### src/hsw_pkg.sv
// Shared constants, register map and types of the hot swap sequencer
package hsw_pkg;
  // Time base
  localparam int CLK_FREQ_HZ = 100_000_000;
  localparam int TICK_US = 1;
  localparam int TICK_CYCLES = (CLK_FREQ_HZ / 1_000_000) * TICK_US;

  // Documented times, in microseconds
  localparam int STARTUP_TIMER_US = 200_000;
  localparam int PG_DELAY_US = 20_000;
  localparam int OC_REG_US = 3_000;
  localparam int OC_FILTER_US = 100;
  localparam int VOLT_FILTER_US = 1_000;
  localparam int DIS_FILTER_US = 1_000;
  localparam int THERM_FILTER_US = 12;
  localparam int CHG_RISE_US = 1_000;

  // Same times as counts of ticks
  localparam int STARTUP_TIMER_TICKS = STARTUP_TIMER_US / TICK_US;
  localparam int PG_DELAY_TICKS = PG_DELAY_US / TICK_US;
  localparam int OC_REG_TICKS = OC_REG_US / TICK_US;
  localparam int OC_FILTER_TICKS = OC_FILTER_US / TICK_US;
  localparam int VOLT_FILTER_TICKS = VOLT_FILTER_US / TICK_US;
  localparam int DIS_FILTER_TICKS = DIS_FILTER_US / TICK_US;
  localparam int THERM_FILTER_TICKS = THERM_FILTER_US / TICK_US;
  localparam int CHG_RISE_TICKS = CHG_RISE_US / TICK_US;

  // Widths and limits
  localparam int LIM_W = 8;
  localparam int RETRY_W = 4;
  localparam int TMR_W = 18;
  localparam logic [RETRY_W-1:0] RETRY_MAX = 4'ha;

  // Register map, byte addresses
  localparam int ADDR_W = 4;
  localparam logic [ADDR_W-1:0] REG_CTRL = 4'h0;
  localparam logic [ADDR_W-1:0] REG_STATUS = 4'h4;
  localparam logic [ADDR_W-1:0] REG_LIMITS = 4'h8;
  localparam logic CTRL_RESET = 1'b0;
  localparam int CTRL_SOFT_DIS_BIT = 0;
  localparam int STAT_STATE_LSB = 0;
  localparam int STAT_RETRY_LSB = 4;
  localparam int STAT_FLAG_LSB = 8;
  localparam int LIMIT_CHG_LSB = 8;

  typedef enum logic [2:0] {
    ST_OFF,
    ST_TIMING,
    ST_CHARGE,
    ST_ENHANCED,
    ST_NORMAL,
    ST_OVERCURRENT,
    ST_LATCHED
  } hsw_state_t;

  // Filtered supervision conditions
  typedef struct packed {
    logic uv;
    logic ov;
    logic ot;
    logic dis;
    logic oc;
  } hsw_cond_t;

  // Pass switch drive
  typedef struct packed {
    logic switch_on;
    logic fast_discharge;
    logic full_enhance;
    logic oc_flag;
  } hsw_drive_t;
endpackage

### src/hsw_tick_div.sv
// Divider that makes the one-cycle time base tick
`timescale 1ns/10ps
module hsw_tick_div
  import hsw_pkg::*;
#(
  parameter int DIV = TICK_CYCLES
)
(
  input wire logic ref_clk_i,
  input wire logic rst_b_i,
  output logic tick_o
);
  localparam int CW = (DIV > 1) ? $clog2(DIV) : 1;
  localparam logic [CW-1:0] LAST = CW'(DIV - 1);

  logic [CW-1:0] cnt_q;

  always_ff @(posedge ref_clk_i or negedge rst_b_i)
  begin
    if (!rst_b_i)
    begin
      cnt_q <= '0;
      tick_o <= 1'b0;
    end
    else
    begin
      tick_o <= (cnt_q == LAST);
      cnt_q <= (cnt_q == LAST) ? '0 : cnt_q + 1'b1;
    end
  end
endmodule

### src/hsw_persist_filter.sv
// Persistence filter: output follows the input only after LEN ticks of disagreement
`timescale 1ns/10ps
module hsw_persist_filter #(
  parameter int LEN = 1
)
(
  input wire logic ref_clk_i,
  input wire logic rst_b_i,
  input wire logic tick_i,
  input wire logic level_i,
  output logic state_o
);
  localparam int CW = $clog2(LEN + 1);
  localparam logic [CW-1:0] LAST = CW'(LEN - 1);

  logic [CW-1:0] cnt_q;

  // Symmetric: a fault and its recovery both need the full time
  always_ff @(posedge ref_clk_i or negedge rst_b_i)
  begin
    if (!rst_b_i)
    begin
      cnt_q <= '0;
      state_o <= 1'b0;
    end
    else if (level_i == state_o)
      cnt_q <= '0;
    else if (tick_i)
    begin
      if (cnt_q == LAST)
      begin
        state_o <= level_i;
        cnt_q <= '0;
      end
      else
        cnt_q <= cnt_q + 1'b1;
    end
  end
endmodule

### src/hsw_sequencer.sv
// Hot swap start-up, charging and fault supervision sequencer
//
// Contract
// - Power-up: switch off, good low, retries cleared
// - Disabled at power-up: no sequencing starts
// - After lockout clears: sample limits, start timer
// - Voltage faults in start-up retry forever
// - Heat or disable restarts timer, counts retry
// - Stop after ten retries; disable clears
// - Start-up needs voltages, temperature and enable good
// - Charge after full timer and retries at most ten
// - Ramp charging limit from zero, not stepped
// - Near rail: full enhance, overcurrent limit
// - Good after delay, normal mode, clear retries
// - Any violation after enhancement restarts sequence
// - Filtered overcurrent flags and regulates at limit
// - Overcurrent held full time: off, restart
// - Overcurrent cleared early: normal, good kept
// - Short circuit: fast discharge, overcurrent mode
// - Filtered disable turns switch off, good low
// - Filtered enable starts new start-up sequence
// - Board removal undervoltage turns switch off
// - Start-up timer lasts two hundred milliseconds
// - Voltage fault and recovery filtered one millisecond
// - Over-temperature filtered twelve microseconds
`timescale 1ns/10ps
module hsw_sequencer
  import hsw_pkg::*;
#(
  parameter int TIMER_TICKS = STARTUP_TIMER_TICKS,
  parameter int PGOOD_TICKS = PG_DELAY_TICKS,
  parameter int OCREG_TICKS = OC_REG_TICKS,
  parameter int OCFILT_TICKS = OC_FILTER_TICKS,
  parameter int VFILT_TICKS = VOLT_FILTER_TICKS,
  parameter int DFILT_TICKS = DIS_FILTER_TICKS,
  parameter int TFILT_TICKS = THERM_FILTER_TICKS,
  parameter int RISE_TICKS = CHG_RISE_TICKS,
  parameter int TICK_DIV = TICK_CYCLES
)
(
  input wire logic ref_clk_i,
  input wire logic rst_b_i,
  input wire logic supply_lockout_i,
  input wire logic under_volt_i,
  input wire logic over_volt_i,
  input wire logic over_temp_i,
  input wire logic disable_i,
  input wire logic over_current_i,
  input wire logic short_circuit_i,
  input wire logic output_near_rail_i,
  input wire logic [LIM_W-1:0] overcurrent_limit_set_i,
  input wire logic [LIM_W-1:0] charging_current_set_i,
  input wire logic [ADDR_W-1:0] avs_address_i,
  input wire logic avs_read_i,
  input wire logic avs_write_i,
  input wire logic [31:0] avs_writedata_i,
  input wire logic [3:0] avs_byteenable_i,
  output logic [31:0] avs_readdata_o,
  output logic avs_waitrequest_o,
  output hsw_drive_t gate_o,
  output logic [LIM_W-1:0] current_limit_o,
  output logic power_good_high_o,
  output logic power_good_low_n_o
);
  localparam int NPIN = 8 + 2 * LIM_W;
  localparam logic [NPIN-1:0] PIN_RST = NPIN'(1); // Lockout reads asserted until the real pin level is through
  localparam logic [TMR_W-1:0] TIMER_LAST = TMR_W'(TIMER_TICKS - 1);
  localparam logic [TMR_W-1:0] PGOOD_LAST = TMR_W'(PGOOD_TICKS - 1);
  localparam logic [TMR_W-1:0] OCREG_LAST = TMR_W'(OCREG_TICKS - 1);
  localparam int STEP_RAW = RISE_TICKS / (2 ** LIM_W);
  localparam int STEP_TICKS = (STEP_RAW > 0) ? STEP_RAW : 1;
  localparam logic [TMR_W-1:0] STEP_LAST = TMR_W'(STEP_TICKS - 1);

  logic [NPIN-1:0] pin_raw;
  logic [NPIN-1:0] pin_meta_q;
  logic [NPIN-1:0] pin_sync_q;
  logic tick;
  logic lockout_s;
  logic uv_s;
  logic ov_s;
  logic ot_s;
  logic dis_s;
  logic oc_s;
  logic sc_s;
  logic near_s;
  logic soft_dis_q;
  hsw_cond_t cond;
  hsw_state_t state_q;
  hsw_state_t state_d;
  logic [TMR_W-1:0] timer_q;
  logic [TMR_W-1:0] step_q;
  logic timer_clr;
  logic [RETRY_W-1:0] retry_q;
  logic retry_inc;
  logic retry_clr;
  logic heat_dis_q;
  logic heat_dis_evt;
  logic cap_lim;
  logic [LIM_W-1:0] oc_lim_q;
  logic [LIM_W-1:0] chg_lim_q;
  logic [LIM_W-1:0] ramp_q;
  logic viol;
  logic pg_d;
  logic [31:0] rdata_d;

  function automatic logic switch_state(input hsw_state_t s);
    switch_state = (s == ST_CHARGE) || (s == ST_ENHANCED) ||
                   (s == ST_NORMAL) || (s == ST_OVERCURRENT);
  endfunction

  // Every pin, straps included, is double-registered before use
  assign pin_raw = {charging_current_set_i, overcurrent_limit_set_i,
                    output_near_rail_i, short_circuit_i, over_current_i, disable_i,
                    over_temp_i, over_volt_i, under_volt_i, supply_lockout_i};

  genvar gi;
  generate
    for (gi = 0; gi < NPIN; gi++)
    begin : g_sync
      always_ff @(posedge ref_clk_i or negedge rst_b_i)
      begin
        if (!rst_b_i)
        begin
          pin_meta_q[gi] <= PIN_RST[gi];
          pin_sync_q[gi] <= PIN_RST[gi];
        end
        else
        begin
          pin_meta_q[gi] <= pin_raw[gi];
          pin_sync_q[gi] <= pin_meta_q[gi];
        end
      end
    end
  endgenerate

  assign lockout_s = pin_sync_q[0];
  assign uv_s = pin_sync_q[1];
  assign ov_s = pin_sync_q[2];
  assign ot_s = pin_sync_q[3];
  assign dis_s = pin_sync_q[4] | soft_dis_q;
  assign oc_s = pin_sync_q[5];
  assign sc_s = pin_sync_q[6];
  assign near_s = pin_sync_q[7];

  hsw_tick_div #(.DIV(TICK_DIV)) u_tick (
    .ref_clk_i(ref_clk_i),
    .rst_b_i(rst_b_i),
    .tick_o(tick)
  );

  hsw_persist_filter #(.LEN(VFILT_TICKS)) u_uv_filt (
    .ref_clk_i(ref_clk_i), .rst_b_i(rst_b_i), .tick_i(tick),
    .level_i(uv_s), .state_o(cond.uv)
  );
  hsw_persist_filter #(.LEN(VFILT_TICKS)) u_ov_filt (
    .ref_clk_i(ref_clk_i), .rst_b_i(rst_b_i), .tick_i(tick),
    .level_i(ov_s), .state_o(cond.ov)
  );
  hsw_persist_filter #(.LEN(TFILT_TICKS)) u_ot_filt (
    .ref_clk_i(ref_clk_i), .rst_b_i(rst_b_i), .tick_i(tick),
    .level_i(ot_s), .state_o(cond.ot)
  );
  hsw_persist_filter #(.LEN(DFILT_TICKS)) u_dis_filt (
    .ref_clk_i(ref_clk_i), .rst_b_i(rst_b_i), .tick_i(tick),
    .level_i(dis_s), .state_o(cond.dis)
  );
  hsw_persist_filter #(.LEN(OCFILT_TICKS)) u_oc_filt (
    .ref_clk_i(ref_clk_i), .rst_b_i(rst_b_i), .tick_i(tick),
    .level_i(oc_s), .state_o(cond.oc)
  );

  // Board removal shows up as the undervoltage term
  assign viol = cond.uv | cond.ov | cond.ot | cond.dis;
  assign heat_dis_evt = (cond.ot | cond.dis) & ~heat_dis_q;

  always_comb
  begin
    state_d = state_q;
    timer_clr = 1'b0;
    retry_inc = 1'b0;
    retry_clr = 1'b0;
    cap_lim = 1'b0;
    case (state_q)
      ST_OFF:
      begin
        if (tick && !lockout_s && !dis_s && !cond.dis)
        begin
          cap_lim = 1'b1;
          state_d = ST_TIMING;
        end
      end
      ST_TIMING:
      begin
        if (tick)
        begin
          if (cond.uv || cond.ov)
            timer_clr = 1'b1;
          else if (heat_dis_evt)
          begin
            timer_clr = 1'b1;
            if (retry_q >= RETRY_MAX)
              state_d = ST_LATCHED;
            else
              retry_inc = 1'b1;
          end
          else if (cond.ot || cond.dis)
            timer_clr = 1'b1;
          else if (timer_q == TIMER_LAST && retry_q <= RETRY_MAX)
            state_d = ST_CHARGE;
        end
      end
      ST_CHARGE:
      begin
        if (tick && viol)
          state_d = ST_TIMING;
        else if (tick && near_s)
          state_d = ST_ENHANCED;
      end
      ST_ENHANCED:
      begin
        if (tick && viol)
          state_d = ST_TIMING;
        else if (tick && timer_q == PGOOD_LAST)
        begin
          state_d = ST_NORMAL;
          retry_clr = 1'b1;
        end
      end
      ST_NORMAL:
      begin
        if (tick && viol)
          state_d = ST_TIMING;
        else if (sc_s)
          state_d = ST_OVERCURRENT;
        else if (tick && cond.oc && oc_s)
          state_d = ST_OVERCURRENT;
      end
      ST_OVERCURRENT:
      begin
        if (tick && viol)
          state_d = ST_TIMING;
        else if (tick && !oc_s && !sc_s)
          state_d = ST_NORMAL;
        else if (tick && timer_q == OCREG_LAST)
          state_d = ST_TIMING;
      end
      ST_LATCHED:
      begin
        // Heat clearing alone is not enough; only a disable frees the block
        if (tick && cond.dis)
          retry_clr = 1'b1;
        else if (tick && retry_q == '0)
          state_d = ST_TIMING;
      end
      default:
        state_d = ST_OFF;
    endcase
  end

  always_ff @(posedge ref_clk_i or negedge rst_b_i)
  begin
    if (!rst_b_i)
      state_q <= ST_OFF;
    else
      state_q <= state_d;
  end

  // One timer serves start-up, good delay and regulation; restarts on entry
  always_ff @(posedge ref_clk_i or negedge rst_b_i)
  begin
    if (!rst_b_i)
      timer_q <= '0;
    else if (timer_clr || state_d != state_q)
      timer_q <= '0;
    else if (tick && timer_q != '1)
      timer_q <= timer_q + 1'b1;
  end

  always_ff @(posedge ref_clk_i or negedge rst_b_i)
  begin
    if (!rst_b_i)
      heat_dis_q <= 1'b0;
    else if (tick)
      heat_dis_q <= cond.ot | cond.dis;
  end

  always_ff @(posedge ref_clk_i or negedge rst_b_i)
  begin
    if (!rst_b_i)
      retry_q <= '0;
    else if (retry_clr)
      retry_q <= '0;
    else if (retry_inc && retry_q < RETRY_MAX)
      retry_q <= retry_q + 1'b1;
  end

  always_ff @(posedge ref_clk_i or negedge rst_b_i)
  begin
    if (!rst_b_i)
    begin
      oc_lim_q <= '0;
      chg_lim_q <= '0;
    end
    else if (cap_lim)
    begin
      oc_lim_q <= pin_sync_q[8 +: LIM_W];
      chg_lim_q <= pin_sync_q[8 + LIM_W +: LIM_W];
    end
  end

  // Limit climbs one code per step so the input line sees no current step
  always_ff @(posedge ref_clk_i or negedge rst_b_i)
  begin
    if (!rst_b_i)
    begin
      ramp_q <= '0;
      step_q <= '0;
    end
    else if (state_q != ST_CHARGE)
    begin
      ramp_q <= '0;
      step_q <= '0;
    end
    else if (tick && ramp_q != chg_lim_q)
    begin
      if (step_q == STEP_LAST)
      begin
        step_q <= '0;
        ramp_q <= ramp_q + 1'b1;
      end
      else
        step_q <= step_q + 1'b1;
    end
  end

  assign pg_d = (state_d == ST_NORMAL) || (state_d == ST_OVERCURRENT);

  always_ff @(posedge ref_clk_i or negedge rst_b_i)
  begin
    if (!rst_b_i)
    begin
      power_good_high_o <= 1'b0;
      power_good_low_n_o <= 1'b1;
    end
    else
    begin
      power_good_high_o <= pg_d;
      power_good_low_n_o <= ~pg_d;
    end
  end

  always_ff @(posedge ref_clk_i or negedge rst_b_i)
  begin
    if (!rst_b_i)
    begin
      gate_o <= '0;
      current_limit_o <= '0;
    end
    else
    begin
      gate_o.switch_on <= switch_state(state_d);
      gate_o.fast_discharge <= sc_s && switch_state(state_d);
      gate_o.full_enhance <= (state_d == ST_ENHANCED) || (state_d == ST_NORMAL);
      gate_o.oc_flag <= (state_d == ST_OVERCURRENT);
      case (state_d)
        ST_CHARGE:
          current_limit_o <= ramp_q;
        ST_ENHANCED, ST_NORMAL, ST_OVERCURRENT:
          current_limit_o <= oc_lim_q;
        default:
          current_limit_o <= '0;
      endcase
    end
  end

  // Avalon slave: waitrequest drops for one cycle, the cycle after a request
  always_comb
  begin
    rdata_d = '0;
    case (avs_address_i)
      REG_CTRL:
        rdata_d[CTRL_SOFT_DIS_BIT] = soft_dis_q;
      REG_STATUS:
      begin
        rdata_d[STAT_STATE_LSB +: 4] = {1'b0, state_q};
        rdata_d[STAT_RETRY_LSB +: RETRY_W] = retry_q;
        rdata_d[STAT_FLAG_LSB +: 8] = {1'b0, cond, gate_o.switch_on, power_good_high_o};
      end
      REG_LIMITS:
      begin
        rdata_d[0 +: LIM_W] = oc_lim_q;
        rdata_d[LIMIT_CHG_LSB +: LIM_W] = chg_lim_q;
      end
      default:
        rdata_d = '0;
    endcase
  end

  always_ff @(posedge ref_clk_i or negedge rst_b_i)
  begin
    if (!rst_b_i)
    begin
      avs_waitrequest_o <= 1'b1;
      avs_readdata_o <= '0;
    end
    else
    begin
      avs_waitrequest_o <= !((avs_read_i || avs_write_i) && avs_waitrequest_o);
      if (avs_read_i && avs_waitrequest_o)
        avs_readdata_o <= rdata_d;
    end
  end

  // Software disable still passes the disable filter
  always_ff @(posedge ref_clk_i or negedge rst_b_i)
  begin
    if (!rst_b_i)
      soft_dis_q <= CTRL_RESET;
    else if (avs_write_i && !avs_waitrequest_o && avs_address_i == REG_CTRL && avs_byteenable_i[0])
      soft_dis_q <= avs_writedata_i[CTRL_SOFT_DIS_BIT];
  end
endmodule

### config.mk
export PLATFORM = sky130hd
export DESIGN_NAME = hsw_sequencer
export DESIGN_NICKNAME = d
export VERILOG_FILES = /design/src/hsw_pkg.sv /design/src/hsw_tick_div.sv /design/src/hsw_persist_filter.sv /design/src/hsw_sequencer.sv
export SDC_FILE = /design/constraint.sdc
export NUM_CORES = 1
export LEC_CHECK = 0
export ABC_AREA = 1
export BUFFER_PORTS_ARGS = -buffer_cell sky130_fd_sc_hd__buf_4
export CORE_MARGIN = 1
export CORE_UTILIZATION = 47
export DETAILED_ROUTE_END_ITERATION = 10
export PLACE_DENSITY = 0.71
export REMOVE_ABC_BUFFERS = 1
export SLEW_MARGIN = 15
export SYNTH_ARGS = -nofsm -noshare
export SYNTH_HDL_FRONTEND = slang
export SYNTH_SLANG_ARGS = --single-unit
export TNS_END_PERCENT = 5
### constraint.sdc
create_clock -name ref_clk_i -period 3.59 [get_ports ref_clk_i]
set_clock_uncertainty 0.2 [all_clocks]
set_input_delay 0 -clock ref_clk_i [delete_from_list [all_inputs] [get_ports ref_clk_i]]
set_output_delay 0 -clock ref_clk_i [all_outputs]
set_load 0.01 [all_outputs]
==> results of run 1 <==
layout by cell type, fill, tap and decap left out, types with 13 or more instances in the layout:
cell type	n
nand4_1	22
dfrtp_1	198
clkbuf_16	23
nand3_1	62
nor2_1	102
ha_1	13
buf_4	72
dlygate4sd3_1	61
conb_1	16
o21ai_0	56
xor2_1	36
inv_1	126
nand2_1	225
nor3_1	40
a21oi_1	34
o22ai_1	22
what timing repair did:
| action | in CTS | in global routing |
|---|---|---|
| endpoints found under the setup margin | 0 | 0 |
| buffers inserted | 0 | 0 |
| hold buffers | 61 | 0 |
| endpoints found under the hold margin | 149 | 0 |
path summary, 6_finish.rpt:
kind | from | to | slack, ns | cells past startpoint
setup / recovery | avs_address_i[0] | soft_dis_q | 0.95 | 9
hold reg to reg | pin_meta_q[1] | uv_s | 0.14 | 0
hold / removal | rst_b_i | u_tick.tick_o | -0.07 | 2
setup reg to reg | u_tick.tick_o | timer_q[16] | 0.97 | 13
min in group ref_clk_i | avs_address_i[1] | avs_readdata_o[10] | 0.12 | 6
max in group asynchronous | rst_b_i | avs_waitrequest_o | 2.31 | 3
cell type report:
cell class | count | share of cell area [%]
sequential | 202 | 43.50
timing repair buffer | 135 | 10.19
clock inverter | 13 | 1.506
clock buffer | 28 | 5.281
inverter | 140 | 4.518
multi-input combinational | 719 | 32.16
tap | 265 | 2.850
Yosys cell counts, types with 2 or more instances:
| master | number | area share, % |
|---|---|---|
| a211oi_1 | 3 | 0.24 |
| o32ai_1 | 2 | 0.18 |
| ha_1 | 13 | 1.7 |
| buf_4 | 17 | 1.3 |
| nor3_1 | 40 | 2.1 |
| o21ai_1 | 6 | 0.32 |
| dfrtp_1 | 198 | 52 |
| nand4_1 | 22 | 1.5 |
| o21a_1 | 2 | 0.16 |
| o21ai_0 | 56 | 3.0 |
| inv_2 | 11 | 0.44 |
| nand3_1 | 62 | 3.3 |
| nand2_4 | 2 | 0.24 |
| a21oi_1 | 34 | 1.8 |
| o22ai_1 | 22 | 1.5 |
| xor2_1 | 36 | 3.3 |
| clkbuf_1 | 7 | 0.28 |
| inv_1 | 126 | 5.0 |
| nor4_1 | 12 | 0.79 |
| o31ai_1 | 12 | 0.95 |
| nor2_1 | 102 | 4.0 |
| xnor2_1 | 4 | 0.37 |
| nor2_2 | 2 | 0.13 |
| clkinv_1 | 3 | 0.12 |
| a32o_1 | 4 | 0.42 |
| nand2_1 | 225 | 8.9 |
| a31oi_1 | 5 | 0.33 |
| buf_2 | 7 | 0.37 |
| and3_1 | 3 | 0.20 |
| dfstp_2 | 4 | 1.1 |
| mux2i_1 | 2 | 0.21 |
| nor2_4 | 12 | 1.4 |
| nand2_2 | 7 | 0.46 |
stage by stage:
step	cells	instance area, um^2	total power, mW	util (%)	setup WS (ns)
final	1502	11630	4.987	59.38	0.9541
after global placement	1400	10230	2.530	52.23	0.9776
after CTS	1502	11630	5.033	59.38	0.9470
after global routing	1502	11630	5.155	59.38	0.6316
after detailed placement	1400	10230	2.533	52.23	0.9704
after floorplan	1061	9326	2.416	-	1.190
layer usage:
metal	vias up	routed length (um)	global-route usage, %
met5	-	0	0
met4	0	590	6.831
met3	43	1018	3.344
met2	182	9710	34.66
met1	3626	9953	31.55
li1	3807	-	-
registers in the layout, summed over array words and instances (netlist names), 8 cells and up:
| signal | count |
|---|---|
| step_q | 18 |
| timer_q | 18 |
| oc_lim_q | 8 |
| pin_sync_q | 17 |
| chg_lim_q | 8 |
| u_uv_filt.cnt_q | 10 |
| u_ov_filt.cnt_q | 10 |
| avs_readdata_o | 16 |
| current_limit_o | 8 |
| ramp_q | 8 |
| pin_meta_q | 24 |
| u_dis_filt.cnt_q | 10 |
where the power goes:
part	internal, mW	leakage, nW	switching, mW	total, mW
registers	2.32	2.68	0.0189	2.34
clock network	1.50	0.378	0.937	2.44
logic	0.0915	2.22	0.119	0.211
total	3.91	5.28	1.07	4.99
logic make-up after synthesis:
family,after synthesis,synth area share [%]
flip-flops,202,53.38
other,1,0.03956
AO/OA/AOI/OAI,151,9.253
adder cells (fa/ha/maj),13,1.716
multiplexers,2,0.2112
XOR/XNOR,40,3.696
AND/OR/NAND/NOR,497,23.96
buffers and inverters,172,7.748
worst max-delay path: cells and delay by family:
family	cells	cell delay, ns
buffers and inverters	4	1.80
AND/OR/NAND/NOR	4	1.00
AO/OA/AOI/OAI	1	0.07
==> impl_metrics.ini, run 1 <==
[drt]
routed_wl_um = 21270
wl_per_cell_um = 14.16
vias = 7658
drc_errors = 0
viasPerCell = 5.099
dr.pass1.iters = 5
first_iter_violations = 631
ant_nets = 0

[floorplanning]
die_area_um2 = 20740
rows = 51
fp.dieW_um = 144.0
die_height_um = 144.0
initial_core_util_pct = 48.39
coreArea_um2 = 19590
io_pins = 115

[layout]
register_area_um2 = 5060
drive_gt1_share_pct = 12.53
nets = 1302
area_delta_synth_final_pct = 22.72
fillers = 1704
diodes = 0
multi_input_area_um2 = 3741

[critical_path]
crit_arrival_ns = 2.87
worstSetupStartpointType = input pin
cp-end-kind = flop
crit_chain = dlygate4sd3_1, buf_4, nor2_1, nand3_1, nor4b_1, nand2_1, dlygate4sd3_1, o21ai_0, dlygate4sd3_1
path_class = input pin to flop
critPathRequiredTime_ns = 3.83
cp_max_fo = 4
cp_slowest_cell = dlygate4sd3_1
cp_common_cell = dlygate4sd3_1
cpPeakStageDelay_ns = 0.57

[placed_design]
port_buffers = 64
dp_hpwl_um = 14290
gp_congestion = 0.9230

[yosys]
async_flop_share_pct = 100.0
yosys_register_bits = 202
syn_area_um2 = 9479
yosysWarnings = 0
synthFlopType = dfrtp_1
yosysUniqueCellTypes = 48
ys_seq_area_share_pct = 53.38
postSynthCellCount = 1078
syn_area_per_cell_um2 = 8.793
synth-edff-count = 0

[power]
p_leak_nw = 5.281
p_per_area_nw_per_um2 = 428.7
ir_drop_mv = 0.4449

[sta]
rsz0062_at_grt = no
post-route-period-util_pct = 73.42
finalSetupViolCount = 0
whs_ns = -0.06775
slew_headroom_pct = 37.50
hold_violations = 26
max_freq_mhz = 379.4
final.setup.tns_ns = 0
fin_crit_ns = 2.636
worst_pin_slew_ns = 0.9375
drv_slew = 0

[clock_tree]
cts_num_sinks = 202
clk_pin_slew_ns = 0.06
clockBufferDepth = 3
htreeDepth = 1
cts_resized = 0
clock_latency_ns = 0.51
cts_buffers = 23
cts_tree = done
cts-root-buf = clkbuf_16

[run_status]
status = finished with violations
violations = negative hold slack

[global_route]
grt_pass1_vias = 7546
grt_overflow_total = 0
grt_max_degree = 111
grt_pass1_wl_um = 36540
antenna_found_initial = 0
grtUsageTotal_pct = 22.09

[flow_run]
max_cap_violations = 0

[worst_hold_path]
hold_class = input pin to asynchronous set/reset pin
Note: power is estimated with default switching activity, not from simulation.
==> run 2: changes to the inputs <==
--- a/config.mk
+++ b/config.mk
@@ -5,12 +5,12 @@
 export SDC_FILE = /design/constraint.sdc
 export NUM_CORES = 1
 export LEC_CHECK = 0
-export ABC_AREA = 1
+export ABC_AREA = 0
 export BUFFER_PORTS_ARGS = -buffer_cell sky130_fd_sc_hd__buf_4
 export CORE_MARGIN = 1
 export CORE_UTILIZATION = 47
 export DETAILED_ROUTE_END_ITERATION = 10
-export PLACE_DENSITY = 0.71
+export PLACE_DENSITY = 0.73
 export REMOVE_ABC_BUFFERS = 1
 export SLEW_MARGIN = 15
 export SYNTH_ARGS = -nofsm -noshare
==> constraint.sdc (replaced) <==
create_clock -name ref_clk_i -period 2.4 [get_ports ref_clk_i]
set_clock_uncertainty 0.2 [all_clocks]
set_input_delay 0 -clock ref_clk_i [delete_from_list [all_inputs] [get_ports ref_clk_i]]
set_output_delay 0 -clock ref_clk_i [all_outputs]
set_load 0.01 [all_outputs]
==> impl_metrics.ini, run 2 <==
[worst_hold_path]
hold_class = flop to flop

[critical_path]
cpPeakStageDelay_ns = 0.58
cp_max_fo = 8
crit_buf_inv = 1
crit_arrival_ns = 3.07
critPathRequiredTime_ns = 2.60
crit_family = simple AND/OR/NAND/NOR gates
cp_slowest_cell = or4_4
cp-end-kind = flop
crit_chain = or4b_4, or4_4, o41ai_4, a21oi_2, nor4_4, buf_4, o21ai_2, a22o_1
worstSetupStartpointType = flop
path_class = flop to flop

[floorplanning]
die_area_um2 = 19850
rows = 50
fp.dieW_um = 140.9
die_height_um = 140.9
coreArea_um2 = 18830
io_pins = 115
initial_core_util_pct = 48.14

[yosys]
synth_mux_area_share_pct = 3.147
async_flop_share_pct = 100.0
netlist_top_cells_area = dfrtp_1 55%, nor2_1 5.2%, o21ai_0 3.3%
syn_area_per_cell_um2 = 10.48
synth_top_family_by_area = simple AND/OR/NAND/NOR gates
yosys.area_share.simple_pct = 20.08
ys_seq_area_share_pct = 55.82
synth_xor_area_share_pct = 5.894
synth-edff-count = 0
synth_area_leader_cell = dfrtp_1
yosysMostFrequentCell = dfrtp_1
synth_fa_ha_area_share_pct = 1.794
synth_compound_area_share_pct = 9.648
ys_top_cells_by_count = 198 x dfrtp_1, 125 x nor2_1, 65 x nand2_1
synth_top_area_share_pct = 54.66
yosysUniqueCellTypes = 62
synthFlopType = dfrtp_1
syn_area_um2 = 9065
postSynthCellCount = 865
yosysWarnings = 0
yosys_register_bits = 202

[global_route]
grt_overflow_total = 0
grt_use_met3_pct = 4.144
grt_util_met1_pct = 30.31
grtUsageMet2_pct = 37.47
grt_pass1_vias = 7250
grt_pass1_wl_um = 35890
grtUsageTotal_pct = 22.63
grt_busiest_layer = met2
grt_max_degree = 77
antenna_found_initial = 0

[flow_run]
max_cap_violations = 0

[clock_tree]
cts-root-buf = clkbuf_16
clock_latency_ns = 0.51
clockBufferDepth = 3
htreeDepth = 1
cts_buffers = 23
clk_pin_slew_ns = 0.06
cts_num_sinks = 202
cts_tree = done

[layout]
fillers = 1456
top_regs = pin_meta_q (24), step_q (18), timer_q (18)
final_cells = 1366
final_design_area_no_fill_um2 = 12020
diodes = 0
regMostFlops = pin_meta_q
drive_gt1_share_pct = 23.15
nets = 1171
largest_register_ffs = 24
final_cell_mix = 198 x dfrtp_1, 162 x buf_4, 125 x nor2_1, 64 x nand2_1, 64 x dlygate4sd3_1
area_delta_synth_final_pct = 32.64
final_common_cell = dfrtp_1

[sta]
drv_slew = 0
hold_violations = 0
slew_headroom_pct = 48.04
final.setup.tns_ns = -13.23
post-route-period-util_pct = 119.6
worst_pin_slew_ns = 0.7723
setup_slack_ns = -0.4714
finalSetupViolCount = 38
max_freq_mhz = 348.3
fin_crit_ns = 2.871
rsz0062_at_grt = yes

[power]
p_leak_nw = 5.557
ir_drop_mv = 0.7013
clock_power_share_pct = 47.8
p_sw_mw = 1.644
p_sw_share_pct = 21.49
p_per_area_nw_per_um2 = 636.0
p_int_mw = 6.004
pwr-share-comb_pct = 5.8
seqPwrFrac_pct = 46.3

[drt]
first_iter_violations = 496
vias = 7224
drc_errors = 0
viasPerCell = 5.288
wl_per_cell_um = 15.85
dr.pass1.iters = 5
ant_nets = 0
routed_wl_um = 21650

[placed_design]
port_buffers = 64
gp_congestion = 0.8746
dp_hpwl_um = 14000
post-place-ws_ns = -0.6401
placed_area_um2 = 10490
dp_cells = 1260

[run_status]
status = finished with violations
violations = negative setup slack
[run 2: changes by cell type after synthesis, moves of 11 or more]
cell,previous run,this run
nand2_1,225,65
inv_1,126,15
xnor2_1,4,33
nor2_1,102,125
o22ai_1,22,0
mux2_2,0,20
a21oi_1,34,16
nor3_1,40,22
clkbuf_1,7,24
nand3_1,62,45
and3_1,3,18
a221oi_1,0,14
nor2_4,12,1
nor2b_1,0,11
[run 2: layout make-up]
type                    count  area [um^2]  area share [%]
flip-flops and latches    202         5060           42.08
multi-input cells         616         3837           31.91
repair buffers            231         1942           16.15
clock buffers              30        631.9           5.255
well taps                 260        325.3           2.706
clock inverters            11        165.2           1.374
inverters                  16        62.56          0.5203
[run 2: kinds of logic (layout without fill, tap and decap cells)]
family,count (synthesis),after routing
buf+inv,62,288
flops,202,202
other cells,1,16
compound gates,135,135
mux,26,26
xor+xnor,61,61
simple gates,365,365
fa+ha+maj,13,13
[run 2: worst paths after layout]
check | startpoint | end | slack (ns) | cells past startpoint
hold / removal | pin_meta_q[11] | pin_sync_q[11] | 0.15 | 0
max in group asynchronous | rst_b_i | u_oc_filt.cnt_q[0] | 0.84 | 4
min in group asynchronous | rst_b_i | avs_readdata_o[3] | 0.36 | 3
setup / recovery | timer_q[12] | current_limit_o[7] | -0.47 | 8
setup reg to reg | timer_q[12] | current_limit_o[7] | -0.47 | 8
hold reg to reg | pin_meta_q[11] | pin_sync_q[11] | 0.15 | 0
[run 2: power groups by stage]
stage | clock network (mW) | registers, mW | logic (mW)
2_1_floorplan | 0 | 3.61 | 0.0951
3_3_place_gp | 0 | 3.60 | 0.352
3_5_place_dp | 0 | 3.60 | 0.356
4_1_cts | 3.72 | 3.54 | 0.444
5_1_grt | 3.88 | 3.55 | 0.489
6_report | 3.66 | 3.54 | 0.447
[run 2: per-layer routing]
| layer | part of all wire (%) | wire, um |
|---|---|---|
| met5 | 0 | 0 |
| met4 | 2.6 | 573 |
| met2 | 48 | 10370 |
| met1 | 44 | 9542 |
| met3 | 5.4 | 1165 |
[run 2: metrics by stage]
stage | power (mW) | hold WS (ns) | util, %
2_1_floorplan | 3.707 | -0.4956 | -
3_3_place_gp | 3.950 | -0.1959 | 55.68
3_5_place_dp | 3.956 | -0.1958 | 55.68
4_1_cts | 7.707 | 0.1475 | 63.50
5_1_grt | 7.916 | 0.1516 | 63.85
6_report | 7.648 | 0.1466 | 63.85
[run 2: timing repair]
| item | CTS | global route |
|---|---|---|
| endpoints found under the hold margin | 240 | 0 |
| pin swaps | 4 | 8 |
| hold buffers | 64 | 0 |
| buffers inserted | 0 | 1 |
| gates cloned | 0 | 0 |
| setup endpoints to repair | 38 | 45 |
| gates resized for setup | 7 | 10 |
[run 2: worst register-to-register path: stages (launching register included)]
cell and delay (ns):
dfrtp_1 0.38, or4b_4 0.55, or4_4 0.58, o41ai_4 0.24, a21oi_2 0.12, nor4_4 0.18
buf_4 0.19, o21ai_2 0.14, a22o_1 0.21
